**config.mk**
```make
export PLATFORM = sky130hd
export DESIGN_NAME = res_rail_sequencer
export DESIGN_NICKNAME = d
export VERILOG_FILES = /design/src/core/res_pkg.sv /design/src/core/res_pin_sync.sv /design/src/core/res_delay_unit.sv /design/src/core/res_rail_sequencer.sv
export SDC_FILE = /design/constraint.sdc
export NUM_CORES = 1
export LEC_CHECK = 0
export CORE_MARGIN = 2
export CORE_UTILIZATION = 45
export DETAILED_ROUTE_END_ITERATION = 10
export DONT_BUFFER_PORTS = 1
export PLACE_DENSITY = 0.71
export SLEW_MARGIN = 30
export SYNTH_ARGS = -nofsm -noshare
export SYNTH_HDL_FRONTEND = slang
export SYNTH_SLANG_ARGS = --single-unit
```
**constraint.sdc**
```tcl
create_clock -name i_sys_clk -period 10.4 [get_ports i_sys_clk]
set_input_delay 2.08 -clock i_sys_clk [delete_from_list [all_inputs] [get_ports i_sys_clk]]
set_output_delay 2.08 -clock i_sys_clk [all_outputs]
set_load 0.02 [all_outputs]
```
**src/core/res_pkg.sv**
```systemverilog
// package: register map, field layout, decode and timing constants
// assumes: 20 MHz system clock, 8-bit register port
package res_pkg;
  typedef logic [7:0]  res_byte_t;
  typedef logic [11:0] res_mv_t;
  typedef logic [4:0]  res_wait_t;

  typedef struct packed {
    logic [4:0] spare;
    logic       discharge;
    logic       gating;
    logic       on;
  } res_ctrl_t;

  typedef struct packed {
    logic [3:0] fall_wait;
    logic [3:0] rise_wait;
  } res_dly_t;

  localparam res_byte_t ADDR_CONV1_VOLT = 8'h07;
  localparam res_byte_t ADDR_LDO0_MODE  = 8'h08;
  localparam res_byte_t ADDR_LDO1_MODE  = 8'h09;
  localparam res_byte_t ADDR_LDO0_VOLT  = 8'h0A;
  localparam res_byte_t ADDR_LDO1_VOLT  = 8'h0B;
  localparam res_byte_t ADDR_CONV0_DLY  = 8'h0C;
  localparam res_byte_t ADDR_CONV1_DLY  = 8'h0D;
  localparam res_byte_t ADDR_LDO0_DLY   = 8'h0E;
  localparam res_byte_t ADDR_CONFIG     = 8'h13;

  localparam int        CFG_RISE_LONG = 6;
  localparam int        CFG_FALL_LONG = 5;
  localparam res_byte_t CTRL_RESET    = 8'h04;
  localparam res_byte_t VOLT_RESET    = 8'h00;
  localparam res_byte_t DLY_RESET     = 8'h00;
  localparam res_byte_t CFG_RESET     = 8'h00;

  localparam res_byte_t CONV_B1_LO  = 8'h14;
  localparam res_byte_t CONV_B1_HI  = 8'h17;
  localparam res_byte_t CONV_B2_LO  = 8'h18;
  localparam res_byte_t CONV_B2_HI  = 8'h9D;
  localparam res_byte_t CONV_B3_LO  = 8'h9E;
  localparam res_mv_t   MV_B1_BASE  = 12'h2BC;
  localparam res_mv_t   MV_B1_STEP  = 12'h00A;
  localparam res_mv_t   MV_B2_BASE  = 12'h2DF;
  localparam res_mv_t   MV_B2_STEP  = 12'h005;
  localparam res_mv_t   MV_B3_BASE  = 12'h58C;
  localparam res_mv_t   MV_B3_STEP  = 12'h014;
  localparam logic [4:0] LDO_HI     = 5'h19;
  localparam res_mv_t   MV_LDO_BASE = 12'h320;
  localparam res_mv_t   MV_LDO_STEP = 12'h064;

  localparam int CLK_HZ         = 20000000;
  localparam int STEP_US        = 500;
  localparam int HALF_MS_CYCLES = CLK_HZ / 1000000 * STEP_US;

  function automatic res_mv_t conv_mv(input res_byte_t c);
    if (c < CONV_B1_LO)
      return 12'h000;
    if (c <= CONV_B1_HI)
      return MV_B1_BASE + MV_B1_STEP * 12'(c - CONV_B1_LO);
    if (c <= CONV_B2_HI)
      return MV_B2_BASE + MV_B2_STEP * 12'(c - CONV_B2_LO);
    return MV_B3_BASE + MV_B3_STEP * 12'(c - CONV_B3_LO);
  endfunction

  function automatic res_mv_t ldo_mv(input logic [4:0] c);
    if (c > LDO_HI)
      return 12'h000;
    return MV_LDO_BASE + MV_LDO_STEP * 12'(c);
  endfunction

  // wait in half-millisecond ticks; long range doubles the step
  function automatic res_wait_t wait_len(input logic [3:0] c,
                                         input logic       long_rng);
    return long_rng ? {c, 1'b0} : {1'b0, c};
  endfunction
endpackage

```
**src/core/res_pin_sync.sv**
```systemverilog
// enable pin synchroniser with edge pulses
// assumes: pin is asynchronous to the system clock
`timescale 1ns/1ps
`default_nettype none
module res_pin_sync (
  input  wire logic i_sys_clk,
  input  wire logic i_rst,
  input  wire logic i_ce,
  input  wire logic i_pin,
  output var  logic o_level,
  output var  logic o_rise,
  output var  logic o_fall
);
  logic s1_reg;
  logic s2_reg;
  logic s3_reg;
  logic level_reg;

  // ------------------------------------------------------------
  // three stages, accept once stages two and three agree
  // ------------------------------------------------------------
  always_ff @(posedge i_sys_clk or posedge i_rst) begin
    if (i_rst) begin
      s1_reg <= 1'b0;
      s2_reg <= 1'b0;
      s3_reg <= 1'b0;
    end else if (i_ce) begin
      s1_reg <= i_pin;
      s2_reg <= s1_reg;
      s3_reg <= s2_reg;
    end
  end

  always_ff @(posedge i_sys_clk or posedge i_rst) begin
    if (i_rst) begin
      level_reg <= 1'b0;
      o_rise    <= 1'b0;
      o_fall    <= 1'b0;
    end else if (i_ce) begin
      o_rise <= (s2_reg == s3_reg) && s3_reg && !level_reg;
      o_fall <= (s2_reg == s3_reg) && !s3_reg && level_reg;
      if (s2_reg == s3_reg)
        level_reg <= s3_reg;
    end
  end

  assign o_level = level_reg;
endmodule
`default_nettype wire

```
**src/core/res_delay_unit.sv**
```systemverilog
// one rail's startup and shutdown delay from enable edges
// assumes: edge pulses and half-ms ticks from the parent
`timescale 1ns/1ps
`default_nettype none
module res_delay_unit
  import res_pkg::*;
(
  input  wire logic               i_sys_clk,
  input  wire logic               i_rst,
  input  wire logic               i_ce,
  input  wire logic               i_rise,
  input  wire logic               i_fall,
  input  wire logic               i_tick,
  input  wire res_pkg::res_wait_t i_rise_wait,
  input  wire res_pkg::res_wait_t i_fall_wait,
  output var  logic               o_on
);
  typedef enum logic [1:0] {
    ST_OFF, ST_RISE_WAIT, ST_ON, ST_FALL_WAIT
  } res_dly_state_t;

  res_dly_state_t state_reg;
  res_wait_t      cnt_reg;
  logic           waiting;
  logic           done;

  assign waiting = (state_reg == ST_RISE_WAIT) ||
                   (state_reg == ST_FALL_WAIT);
  assign done    = waiting && i_tick && (cnt_reg == 5'h01);

  // ------------------------------------------------------------
  // sequence state and tick counter
  // ------------------------------------------------------------
  always_ff @(posedge i_sys_clk or posedge i_rst) begin
    if (i_rst) begin
      state_reg <= ST_OFF;
      cnt_reg   <= 5'h00;
    end else if (i_ce) begin
      if (i_rise) begin
        state_reg <= (i_rise_wait == 5'h00) ? ST_ON : ST_RISE_WAIT;
        cnt_reg   <= i_rise_wait;
      end else if (i_fall) begin
        state_reg <= (i_fall_wait == 5'h00) ? ST_OFF : ST_FALL_WAIT;
        cnt_reg   <= i_fall_wait;
      end else if (waiting && i_tick) begin
        cnt_reg <= cnt_reg - 5'h01;
        unique case (state_reg)
          ST_RISE_WAIT: if (done) state_reg <= ST_ON;
          ST_FALL_WAIT: if (done) state_reg <= ST_OFF;
          ST_OFF, ST_ON: state_reg <= state_reg;
        endcase
      end
    end
  end

  // ------------------------------------------------------------
  // rail output
  // ------------------------------------------------------------
  always_ff @(posedge i_sys_clk or posedge i_rst) begin
    if (i_rst) begin
      o_on <= 1'b0;
    end else if (i_ce) begin
      if (i_rise && i_rise_wait == 5'h00)
        o_on <= 1'b1;
      else if (i_fall && i_fall_wait == 5'h00)
        o_on <= 1'b0;
      else if (!i_rise && !i_fall && done)
        o_on <= (state_reg == ST_RISE_WAIT);
    end
  end
endmodule
`default_nettype wire

```
**src/core/res_rail_sequencer.sv**
```systemverilog
// rail enable sequencer: voltage decode, regulator gating, delays
// assumes: register port driven by the serial interface logic,
//          enable pin asynchronous, 20 MHz clock
`timescale 1ns/1ps
`default_nettype none
module res_rail_sequencer
  import res_pkg::*;
#(
  parameter int HALF_MS = HALF_MS_CYCLES
) (
  input  wire logic              i_sys_clk,
  input  wire logic              i_rst,
  input  wire logic              i_ce,
  input  wire logic              i_en_pin,
  input  wire logic              i_reg_wr,
  input  wire res_pkg::res_byte_t i_reg_addr,
  input  wire res_pkg::res_byte_t i_reg_wdata,
  output var  res_pkg::res_byte_t o_reg_rdata,
  output var  logic              o_conv0_on,
  output var  logic              o_conv1_on,
  output var  logic              o_ldo0_on,
  output var  logic              o_ldo1_on,
  output var  logic              o_ldo0_discharge,
  output var  logic              o_ldo1_discharge,
  output var  res_pkg::res_mv_t   o_conv1_mv,
  output var  res_pkg::res_mv_t   o_ldo0_mv,
  output var  res_pkg::res_mv_t   o_ldo1_mv
);
  localparam int PRE_W = $clog2(HALF_MS);
  localparam logic [PRE_W-1:0] PRE_LAST = PRE_W'(HALF_MS - 1);

  res_byte_t conv1_volt_reg;
  res_ctrl_t ldo0_mode_reg;
  res_ctrl_t ldo1_mode_reg;
  res_byte_t ldo0_volt_reg;
  res_byte_t ldo1_volt_reg;
  res_dly_t  conv0_dly_reg;
  res_dly_t  conv1_dly_reg;
  res_dly_t  ldo0_dly_reg;
  res_byte_t config_reg;
  res_byte_t rdata_next;

  logic             pin_level;
  logic             pin_rise;
  logic             pin_fall;
  logic [PRE_W-1:0] pre_cnt_reg;
  logic             tick;
  logic             rise_long;
  logic             fall_long;
  logic             ldo0_seq;
  logic             ldo0_want;
  logic             ldo1_want;

  // ------------------------------------------------------------
  // enable pin synchroniser
  // ------------------------------------------------------------
  res_pin_sync u_pin_sync (
    .i_sys_clk (i_sys_clk),
    .i_rst     (i_rst),
    .i_ce      (i_ce),
    .i_pin     (i_en_pin),
    .o_level   (pin_level),
    .o_rise    (pin_rise),
    .o_fall    (pin_fall)
  );

  // ------------------------------------------------------------
  // register writes
  // ------------------------------------------------------------
  always_ff @(posedge i_sys_clk or posedge i_rst) begin
    if (i_rst) begin
      conv1_volt_reg <= VOLT_RESET;
      ldo0_mode_reg  <= CTRL_RESET;
      ldo1_mode_reg  <= CTRL_RESET;
      ldo0_volt_reg  <= VOLT_RESET;
      ldo1_volt_reg  <= VOLT_RESET;
      conv0_dly_reg  <= DLY_RESET;
      conv1_dly_reg  <= DLY_RESET;
      ldo0_dly_reg   <= DLY_RESET;
      config_reg     <= CFG_RESET;
    end else if (i_ce && i_reg_wr) begin
      unique case (i_reg_addr)
        ADDR_CONV1_VOLT: begin
          conv1_volt_reg <= i_reg_wdata;
        end
        ADDR_LDO0_MODE: begin
          ldo0_mode_reg <= i_reg_wdata;
        end
        ADDR_LDO1_MODE: begin
          ldo1_mode_reg <= i_reg_wdata;
        end
        ADDR_LDO0_VOLT: begin
          ldo0_volt_reg <= i_reg_wdata;
        end
        ADDR_LDO1_VOLT: begin
          ldo1_volt_reg <= i_reg_wdata;
        end
        ADDR_CONV0_DLY: begin
          conv0_dly_reg <= i_reg_wdata;
        end
        ADDR_CONV1_DLY: begin
          conv1_dly_reg <= i_reg_wdata;
        end
        ADDR_LDO0_DLY: begin
          ldo0_dly_reg <= i_reg_wdata;
        end
        ADDR_CONFIG: begin
          config_reg <= i_reg_wdata;
        end
        default: begin
        end
      endcase
    end
  end

  // ------------------------------------------------------------
  // register reads
  // ------------------------------------------------------------
  always_comb begin
    rdata_next = 8'h00;
    unique case (i_reg_addr)
      ADDR_CONV1_VOLT: rdata_next = conv1_volt_reg;
      ADDR_LDO0_MODE:  rdata_next = ldo0_mode_reg;
      ADDR_LDO1_MODE:  rdata_next = ldo1_mode_reg;
      ADDR_LDO0_VOLT:  rdata_next = ldo0_volt_reg;
      ADDR_LDO1_VOLT:  rdata_next = ldo1_volt_reg;
      ADDR_CONV0_DLY:  rdata_next = conv0_dly_reg;
      ADDR_CONV1_DLY:  rdata_next = conv1_dly_reg;
      ADDR_LDO0_DLY:   rdata_next = ldo0_dly_reg;
      ADDR_CONFIG:     rdata_next = config_reg;
      default:         rdata_next = 8'h00;
    endcase
  end

  always_ff @(posedge i_sys_clk or posedge i_rst) begin
    if (i_rst) begin
      o_reg_rdata <= 8'h00;
    end else if (i_ce) begin
      o_reg_rdata <= rdata_next;
    end
  end

  // ------------------------------------------------------------
  // voltage decode
  // ------------------------------------------------------------
  always_ff @(posedge i_sys_clk or posedge i_rst) begin
    if (i_rst) begin
      o_conv1_mv <= 12'h000;
      o_ldo0_mv  <= 12'h000;
      o_ldo1_mv  <= 12'h000;
    end else if (i_ce) begin
      // reserved codes decode to zero
      o_conv1_mv <= conv_mv(conv1_volt_reg);
      o_ldo0_mv  <= ldo_mv(ldo0_volt_reg[4:0]);
      o_ldo1_mv  <= ldo_mv(ldo1_volt_reg[4:0]);
    end
  end

  // ------------------------------------------------------------
  // common half-millisecond timebase
  // ------------------------------------------------------------
  // restarted on every pin edge so each wait is exact from the edge
  always_ff @(posedge i_sys_clk or posedge i_rst) begin
    if (i_rst) begin
      pre_cnt_reg <= '0;
    end else if (i_ce) begin
      if (pin_rise || pin_fall)
        pre_cnt_reg <= '0;
      else if (pre_cnt_reg == PRE_LAST)
        pre_cnt_reg <= '0;
      else
        pre_cnt_reg <= pre_cnt_reg + PRE_W'(1);
    end
  end

  assign tick = (pre_cnt_reg == PRE_LAST) && !pin_rise && !pin_fall;

  assign rise_long = config_reg[CFG_RISE_LONG];
  assign fall_long = config_reg[CFG_FALL_LONG];

  // ------------------------------------------------------------
  // per-rail delays
  // ------------------------------------------------------------
  res_delay_unit u_conv0_dly (
    .i_sys_clk   (i_sys_clk),
    .i_rst       (i_rst),
    .i_ce        (i_ce),
    .i_rise      (pin_rise),
    .i_fall      (pin_fall),
    .i_tick      (tick),
    .i_rise_wait (wait_len(conv0_dly_reg.rise_wait, rise_long)),
    .i_fall_wait (wait_len(conv0_dly_reg.fall_wait, fall_long)),
    .o_on        (o_conv0_on)
  );

  res_delay_unit u_conv1_dly (
    .i_sys_clk   (i_sys_clk),
    .i_rst       (i_rst),
    .i_ce        (i_ce),
    .i_rise      (pin_rise),
    .i_fall      (pin_fall),
    .i_tick      (tick),
    .i_rise_wait (wait_len(conv1_dly_reg.rise_wait, rise_long)),
    .i_fall_wait (wait_len(conv1_dly_reg.fall_wait, fall_long)),
    .o_on        (o_conv1_on)
  );

  res_delay_unit u_ldo0_dly (
    .i_sys_clk   (i_sys_clk),
    .i_rst       (i_rst),
    .i_ce        (i_ce),
    .i_rise      (pin_rise),
    .i_fall      (pin_fall),
    .i_tick      (tick),
    .i_rise_wait (wait_len(ldo0_dly_reg.rise_wait, rise_long)),
    .i_fall_wait (wait_len(ldo0_dly_reg.fall_wait, fall_long)),
    .o_on        (ldo0_seq)
  );

  // ------------------------------------------------------------
  // linear regulator enables and discharge
  // ------------------------------------------------------------
  assign ldo0_want = ldo0_mode_reg.on &&
                     (!ldo0_mode_reg.gating || ldo0_seq);
  assign ldo1_want = ldo1_mode_reg.on &&
                     (!ldo1_mode_reg.gating || pin_level);

  always_ff @(posedge i_sys_clk or posedge i_rst) begin
    if (i_rst) begin
      o_ldo0_on <= 1'b0;
      o_ldo1_on <= 1'b0;
    end else if (i_ce) begin
      o_ldo0_on <= ldo0_want;
      o_ldo1_on <= ldo1_want;
    end
  end

  always_ff @(posedge i_sys_clk or posedge i_rst) begin
    if (i_rst) begin
      o_ldo0_discharge <= 1'b0;
      o_ldo1_discharge <= 1'b0;
    end else if (i_ce) begin
      o_ldo0_discharge <= !ldo0_want && ldo0_mode_reg.discharge;
      o_ldo1_discharge <= !ldo1_want && ldo1_mode_reg.discharge;
    end
  end
endmodule
`default_nettype wire

```
Word-level counts from Yosys, hierarchy flattened
Cells that the tools add are included.
{ "op_classes": {"n_addsub": 12, "multipliers": 5, "magnitude_cmp": 5, "n_eq_ne": 32, "n_mux": 74, "reduce_logical": 78} }
{ "ops": {"columns": ["operator", "count"], "rows": [
  ["two-way mux 12 bit", 10],
  ["two-way mux 5 bit", 15],
  ["case mux 8 bit (9 select lines)", 1],
  ["equality test 8 x 4 -> 1 bit, second input constant", 7],
  ["adder 10 x 12 -> 12 bit, first input constant", 4],
  ["two-way mux 2 bit", 21],
  ["AND reduction 2 bit", 16],
  ["zero test 5 bit", 6],
  ["two-way mux 14 bit", 2],
  ["logical AND 1 bit", 27],
  ["!= test 4 x 3 -> 1 bit, second input constant", 6],
  ["two-way mux 1 bit", 22],
  ["multiplier 5 x 5 -> 10 bit, first input constant", 2],
  ["nonzero test 3 bit", 6],
  ["subtractor 8 x 5 -> 9 bit, second input constant", 2],
  ["equality test 5 x 1 -> 1 bit, second input constant", 3],
  ["AND reduction 5 bit", 3],
  ["subtractor 5 x 1 -> 5 bit, second input constant", 3],
  ["adder 14 x 1 -> 14 bit, second input constant", 1],
  ["equality test 14 bit, second input constant", 1],
  ["adder 11 x 12 -> 12 bit, first input constant", 1],
  ["equality test 2 bit, second input constant", 6],
  ["multiplier 3 x 12 -> 10 bit, first input constant", 1],
  ["multiplier 3 x 12 -> 11 bit, first input constant", 1],
  ["other kinds (16)", 39]
]} }
{ "word_totals": {"ff_bits": 164, "input_bits": 21, "output_inout_bits": 50, "elab_cells": 248} }

Depth between registers and ports, before layout
{ "logic_depth": {"depth_word": 11, "mapped_depth": 15, "depth_no_buf": 14} }

By module
A second synthesis with hierarchy kept.
{ "hier_totals": {"cells_unflattened": 1129, "area_unflattened_um2": 11310.8} }
{ "by_module_without_submodules": {"columns": ["module", "n_inst", "cells_per_inst", "area_per_inst_um2", "seq_area_each_um2"], "rows": [
  ["res_rail_sequencer", 1, 888, 9156.3, 3255.6],
  ["res_delay_unit", 3, 72, 623.1, 200.2],
  ["res_pin_sync", 1, 25, 285.3, 150.1]
]} }

Worst setup path after synthesis
OpenSTA, ideal clock, no wires.
{ "synth_timing": {"kind": "input to register", "from": "in i_reg_addr[5]", "to": "reg ldo0_volt_reg[4]", "setup_ns": 0.125, "arrival_time_ns": 3.644, "t_required_ns": 10.275, "path_slack_ns": 6.631, "cell_stages": 6, "n_path_buf": 1, "path_cell_list": "or3_4 -> nor3_4 -> nand2_1 -> nor3_1 -> buf_2 -> mux2_2"} }
{ "synth_between": {"elab_chain_cells": 2} }
{ "synth_rtl": {"columns": ["element", "line", "rtl"], "rows": [
  ["from (decl)", "res_rail_sequencer.sv:16", "input wire res_pkg::res_byte_t i_reg_addr,"],
  ["equality test 8 x 4 -> 1 bit", "res_rail_sequencer.sv:82", "unique case (i_reg_addr)"],
  ["AND reduction 2 bit (no source line)", null, null],
  ["to (signal assigned)", "res_rail_sequencer.sv:93", "ldo0_volt_reg <= i_reg_wdata;"],
  ["to (decl)", "res_rail_sequencer.sv:35", "res_byte_t ldo0_volt_reg;"]
]} }
No other way between the ends.
A chain may end at the register's enable or synchronous reset.

Worst setup path after layout
{ "layout_timing": {"from": "in i_reg_addr[5]", "to": "reg conv1_dly_reg[0] in the netlist's numbering"} }
{ "layout_between": {"elab_chain_cells": 2} }
{ "layout_rtl": {"columns": ["element", "line", "rtl"], "rows": [
  ["equality test 8 x 4 -> 1 bit", "res_rail_sequencer.sv:82", null],
  ["AND reduction 2 bit (no source line)", null, null],
  ["to (signal assigned)", "res_rail_sequencer.sv:102", "conv1_dly_reg <= i_reg_wdata;"],
  ["to (decl)", "res_rail_sequencer.sv:38", "res_dly_t conv1_dly_reg;"]
]} }
No other way between the ends.

==> impl_metrics.csv <==
group,metric,value,unit
clock_network,cts_hold_buf,0,
timing,max-slew-margin-rel,0.323,
detailed_routing,viasPerCell,5.95,
clock_network,ctsLongestPathBuffers,2,
synth,avgSynthCellArea,9.66,sq um
synth,synth_cell_types,75,
layout,final_layout_size_suffix_gt1_frac,0.119,
worst_hold_path,holdCritStartpoint,"u_pin_sync.s1_reg",
floorplanning,fp.dieArea,25600,sq um
floorplanning,die_y,160,um
global_route,grt_pass1_wl,44.7,mm
critical_path,start_kind,"primary input",
detailed_routing,ant_nets,0,
synth,synth-seq-area-share,0.365,
worst_hold_path,hold_end,"u_pin_sync.s2_reg",
run,cap_violations,0,
clock_network,clock-sinks,160,
clock_network,cts_tree,"yes",
placed_design,port_buffers,0,
global_route,grt_use_total,0.219,
synth,syn_inst,1135,
critical_path,reg2reg_depth,12,
global_route,grt_pass1_vias,8302,
timing,tightest_slew,1010,ps
clock_network,h-tree-depth,4,
placed_design,place.gp.congestion,0.880,
layout,diodes,0,
placed_design,dpl.hpwl,19.5,mm
timing,fin_crit,3970,ps
floorplanning,pin_count,71,
worst_hold_path,hold_path.class,"flop to flop",
power,p_per_area,182,nW/um^2
critical_path,crit_path_cell_trace,"or3_4 > nor3_2 > nor3b_2 > mux2_2",
layout,fin_cells,1445,
timing,fin_crit_sh,0.382,
detailed_routing,drc,0,
timing,drv_slew,0,
global_route,grt_max_degree,91,
detailed_routing,drt_iter0_drc,781,
clock_network,clk-insertion-delay-late,430,ps
critical_path,required,10720,ps
layout,fin_util,0.491,
critical_path,reg2reg_to,"o_conv1_mv[11]",
clock_network,path_clk_slew,60,ps
floorplanning,dieWidth,160,um
critical_path,end_kind,"flop",
critical_path,cpMaxStageDelayCell,"nor3_2",
critical_path,critPathArrivalTime,4290,ps
critical_path,cp_max_fo,14,
clock_network,root_buffer,"clkbuf_16",
global_route,antenna_found_initial,0,
timing,hold_viol_final,0,
power,vdd.ir_drop.worst,94.7,uV
synth,ys.flop_type,"dfrtp_1",
timing,rsz0062_at_grt,"no",
layout,syn2layout_area_growth,7.89,%
clock_network,cts_inserted_buffers,17,
global_route,overflow,0,
detailed_routing,firstDrtPassIters,5,
power,p_leak,0.00539,uW
floorplanning,core_area,24100,sq um
status,outcome,"finished clean",
synth,synth-edff-count,0,
clock_network,postCtsSetupBuffers,0,
clock_network,post_cts_resized,0,
synth,synth_area,11000,sq um
placed_design,dp.cells,1413,
critical_path,regToRegSetupSlack,6530,ps
synth,yosysWarnings,0,
timing,whs,486,ps
synth,ys_seq_elements,160,
layout,largest_register_ffs,14,
synth,ys_async_sr_fraction,1.00,
timing,setup_tns,0,ps
critical_path,reg2reg_from,"conv1_volt_reg[2]",
detailed_routing,routedWlPerCell,19.0,um
layout,nNetsFinal,1236,
floorplanning,start_util,0.455,
timing,setup_viol,0,
detailed_routing,wl,27.5,mm
timing,fin_skew,10.8,ps
critical_path,cp_slowest_stage_delay,720,ps
timing,fmax,0.252,GHz
power,totalPowerFinal,2150,uW
worst_hold_path,hold_depth,2,
floorplanning,num_rows,57,
critical_path,critical_path_class,"primary input to flop",
detailed_routing,via_count,8597,
[critical path: cells and delay by family]
kind | cells | cell delay [ps]
mux | 1 | 400
simple gates | 3 | 1790
[routing by layer]
layer,track usage,wire (um),vias up
met5,0,0,-
met4,0.0610,518,0
met3,0.0608,2130,43
met2,0.338,12400,290
met1,0.302,12400,4227
li1,-,-,4037
[cell type report]
type | count | area [sq um]
clock buffer | 19 | 453
clock inverter | 13 | 196
fill | 2259 | 12300
inverter | 72 | 275
multi-input combinational | 852 | 6450
sequential | 160 | 4010
tap | 324 | 405
timing repair buffer | 5 | 41.3
[cells in the mapped netlist, types with 14 or more instances]
cell | n | area share
mux2_2 | 70 | 0.072
inv_1 | 71 | 0.024
o21ai_0 | 80 | 0.037
nor3_1 | 22 | 0.010
nor2b_1 | 18 | 0.010
xnor2_1 | 32 | 0.026
a22oi_1 | 18 | 0.012
a211oi_1 | 20 | 0.014
nor2_1 | 79 | 0.027
a21o_1 | 14 | 0.0096
nand2_1 | 86 | 0.029
a21oi_1 | 49 | 0.022
xor2_1 | 37 | 0.030
dfrtp_1 | 158 | 0.36
ha_1 | 97 | 0.11
clkbuf_1 | 25 | 0.0086
nand3_1 | 24 | 0.011
o2bb2ai_1 | 35 | 0.028
[how the worst max path moves through the flow]
stage / from / end / slack [ps] / depth (start not counted)
CTS: i_reg_addr[5] / conv1_dly_reg[0] / 6490 / 4
detailed placement: i_reg_addr[5] / conv1_dly_reg[0] / 6030 / 4
global route: conv1_volt_reg[2] / o_conv1_mv[9] / 6190 / 14
floorplan: i_rst / config_reg[0] / 4000 / 1
global placement: i_reg_addr[5] / ldo0_volt_reg[6] / 5860 / 5
finish: i_reg_addr[5] / conv1_dly_reg[0] / 6430 / 4
[logic make-up after synthesis]
kind of cell | synth area share
flops | 0.365
compound gates | 0.183
other cells | 0.000342
xor+xnor | 0.0572
fa+ha+maj | 0.129
buf+inv | 0.0504
mux | 0.0810
simple gates | 0.134
[stage by stage]
| step | instance area (sq um) | setup WS [ps] |
|---|---|---|
| after floorplan | 11000 | 4000 |
| after CTS | 11800 | 6490 |
| after global routing | 11800 | 6190 |
| after global placement | 11200 | 5860 |
| final | 11800 | 6430 |
| after detailed placement | 11200 | 6030 |
[power by group]
group	switching (uW)	leakage, uW	total, uW	internal (uW)
Clock	271	0.000323	692	421
Combinational	351	0.00300	627	276
Sequential	121	0.00207	828	707
Total	743	0.00539	2150	1400
[cells in the final DEF, fill, tap and decap left out, types with 9 or more instances in the layout]
master / synthesis / routed
mux2_2: 70 / 70
o21ai_0: 80 / 80
xor2_1: 37 / 37
xnor2_1: 32 / 32
nand4_1: 9 / 9
o21a_1: 10 / 10
clkbuf_16: 0 / 17
a22oi_1: 18 / 18
nand2_1: 86 / 86
inv_1: 71 / 69
a21o_1: 14 / 14
and3_1: 11 / 11
fa_1: 10 / 10
a21oi_1: 49 / 49
o2bb2ai_1: 35 / 35
nor3_1: 22 / 21
a211oi_1: 20 / 20
mux2i_1: 10 / 10
ha_1: 97 / 97
nand3_1: 24 / 24
dfrtp_1: 158 / 158
nor2_1: 79 / 79
nor2b_1: 18 / 18
(Power assumes the default switching activity.)
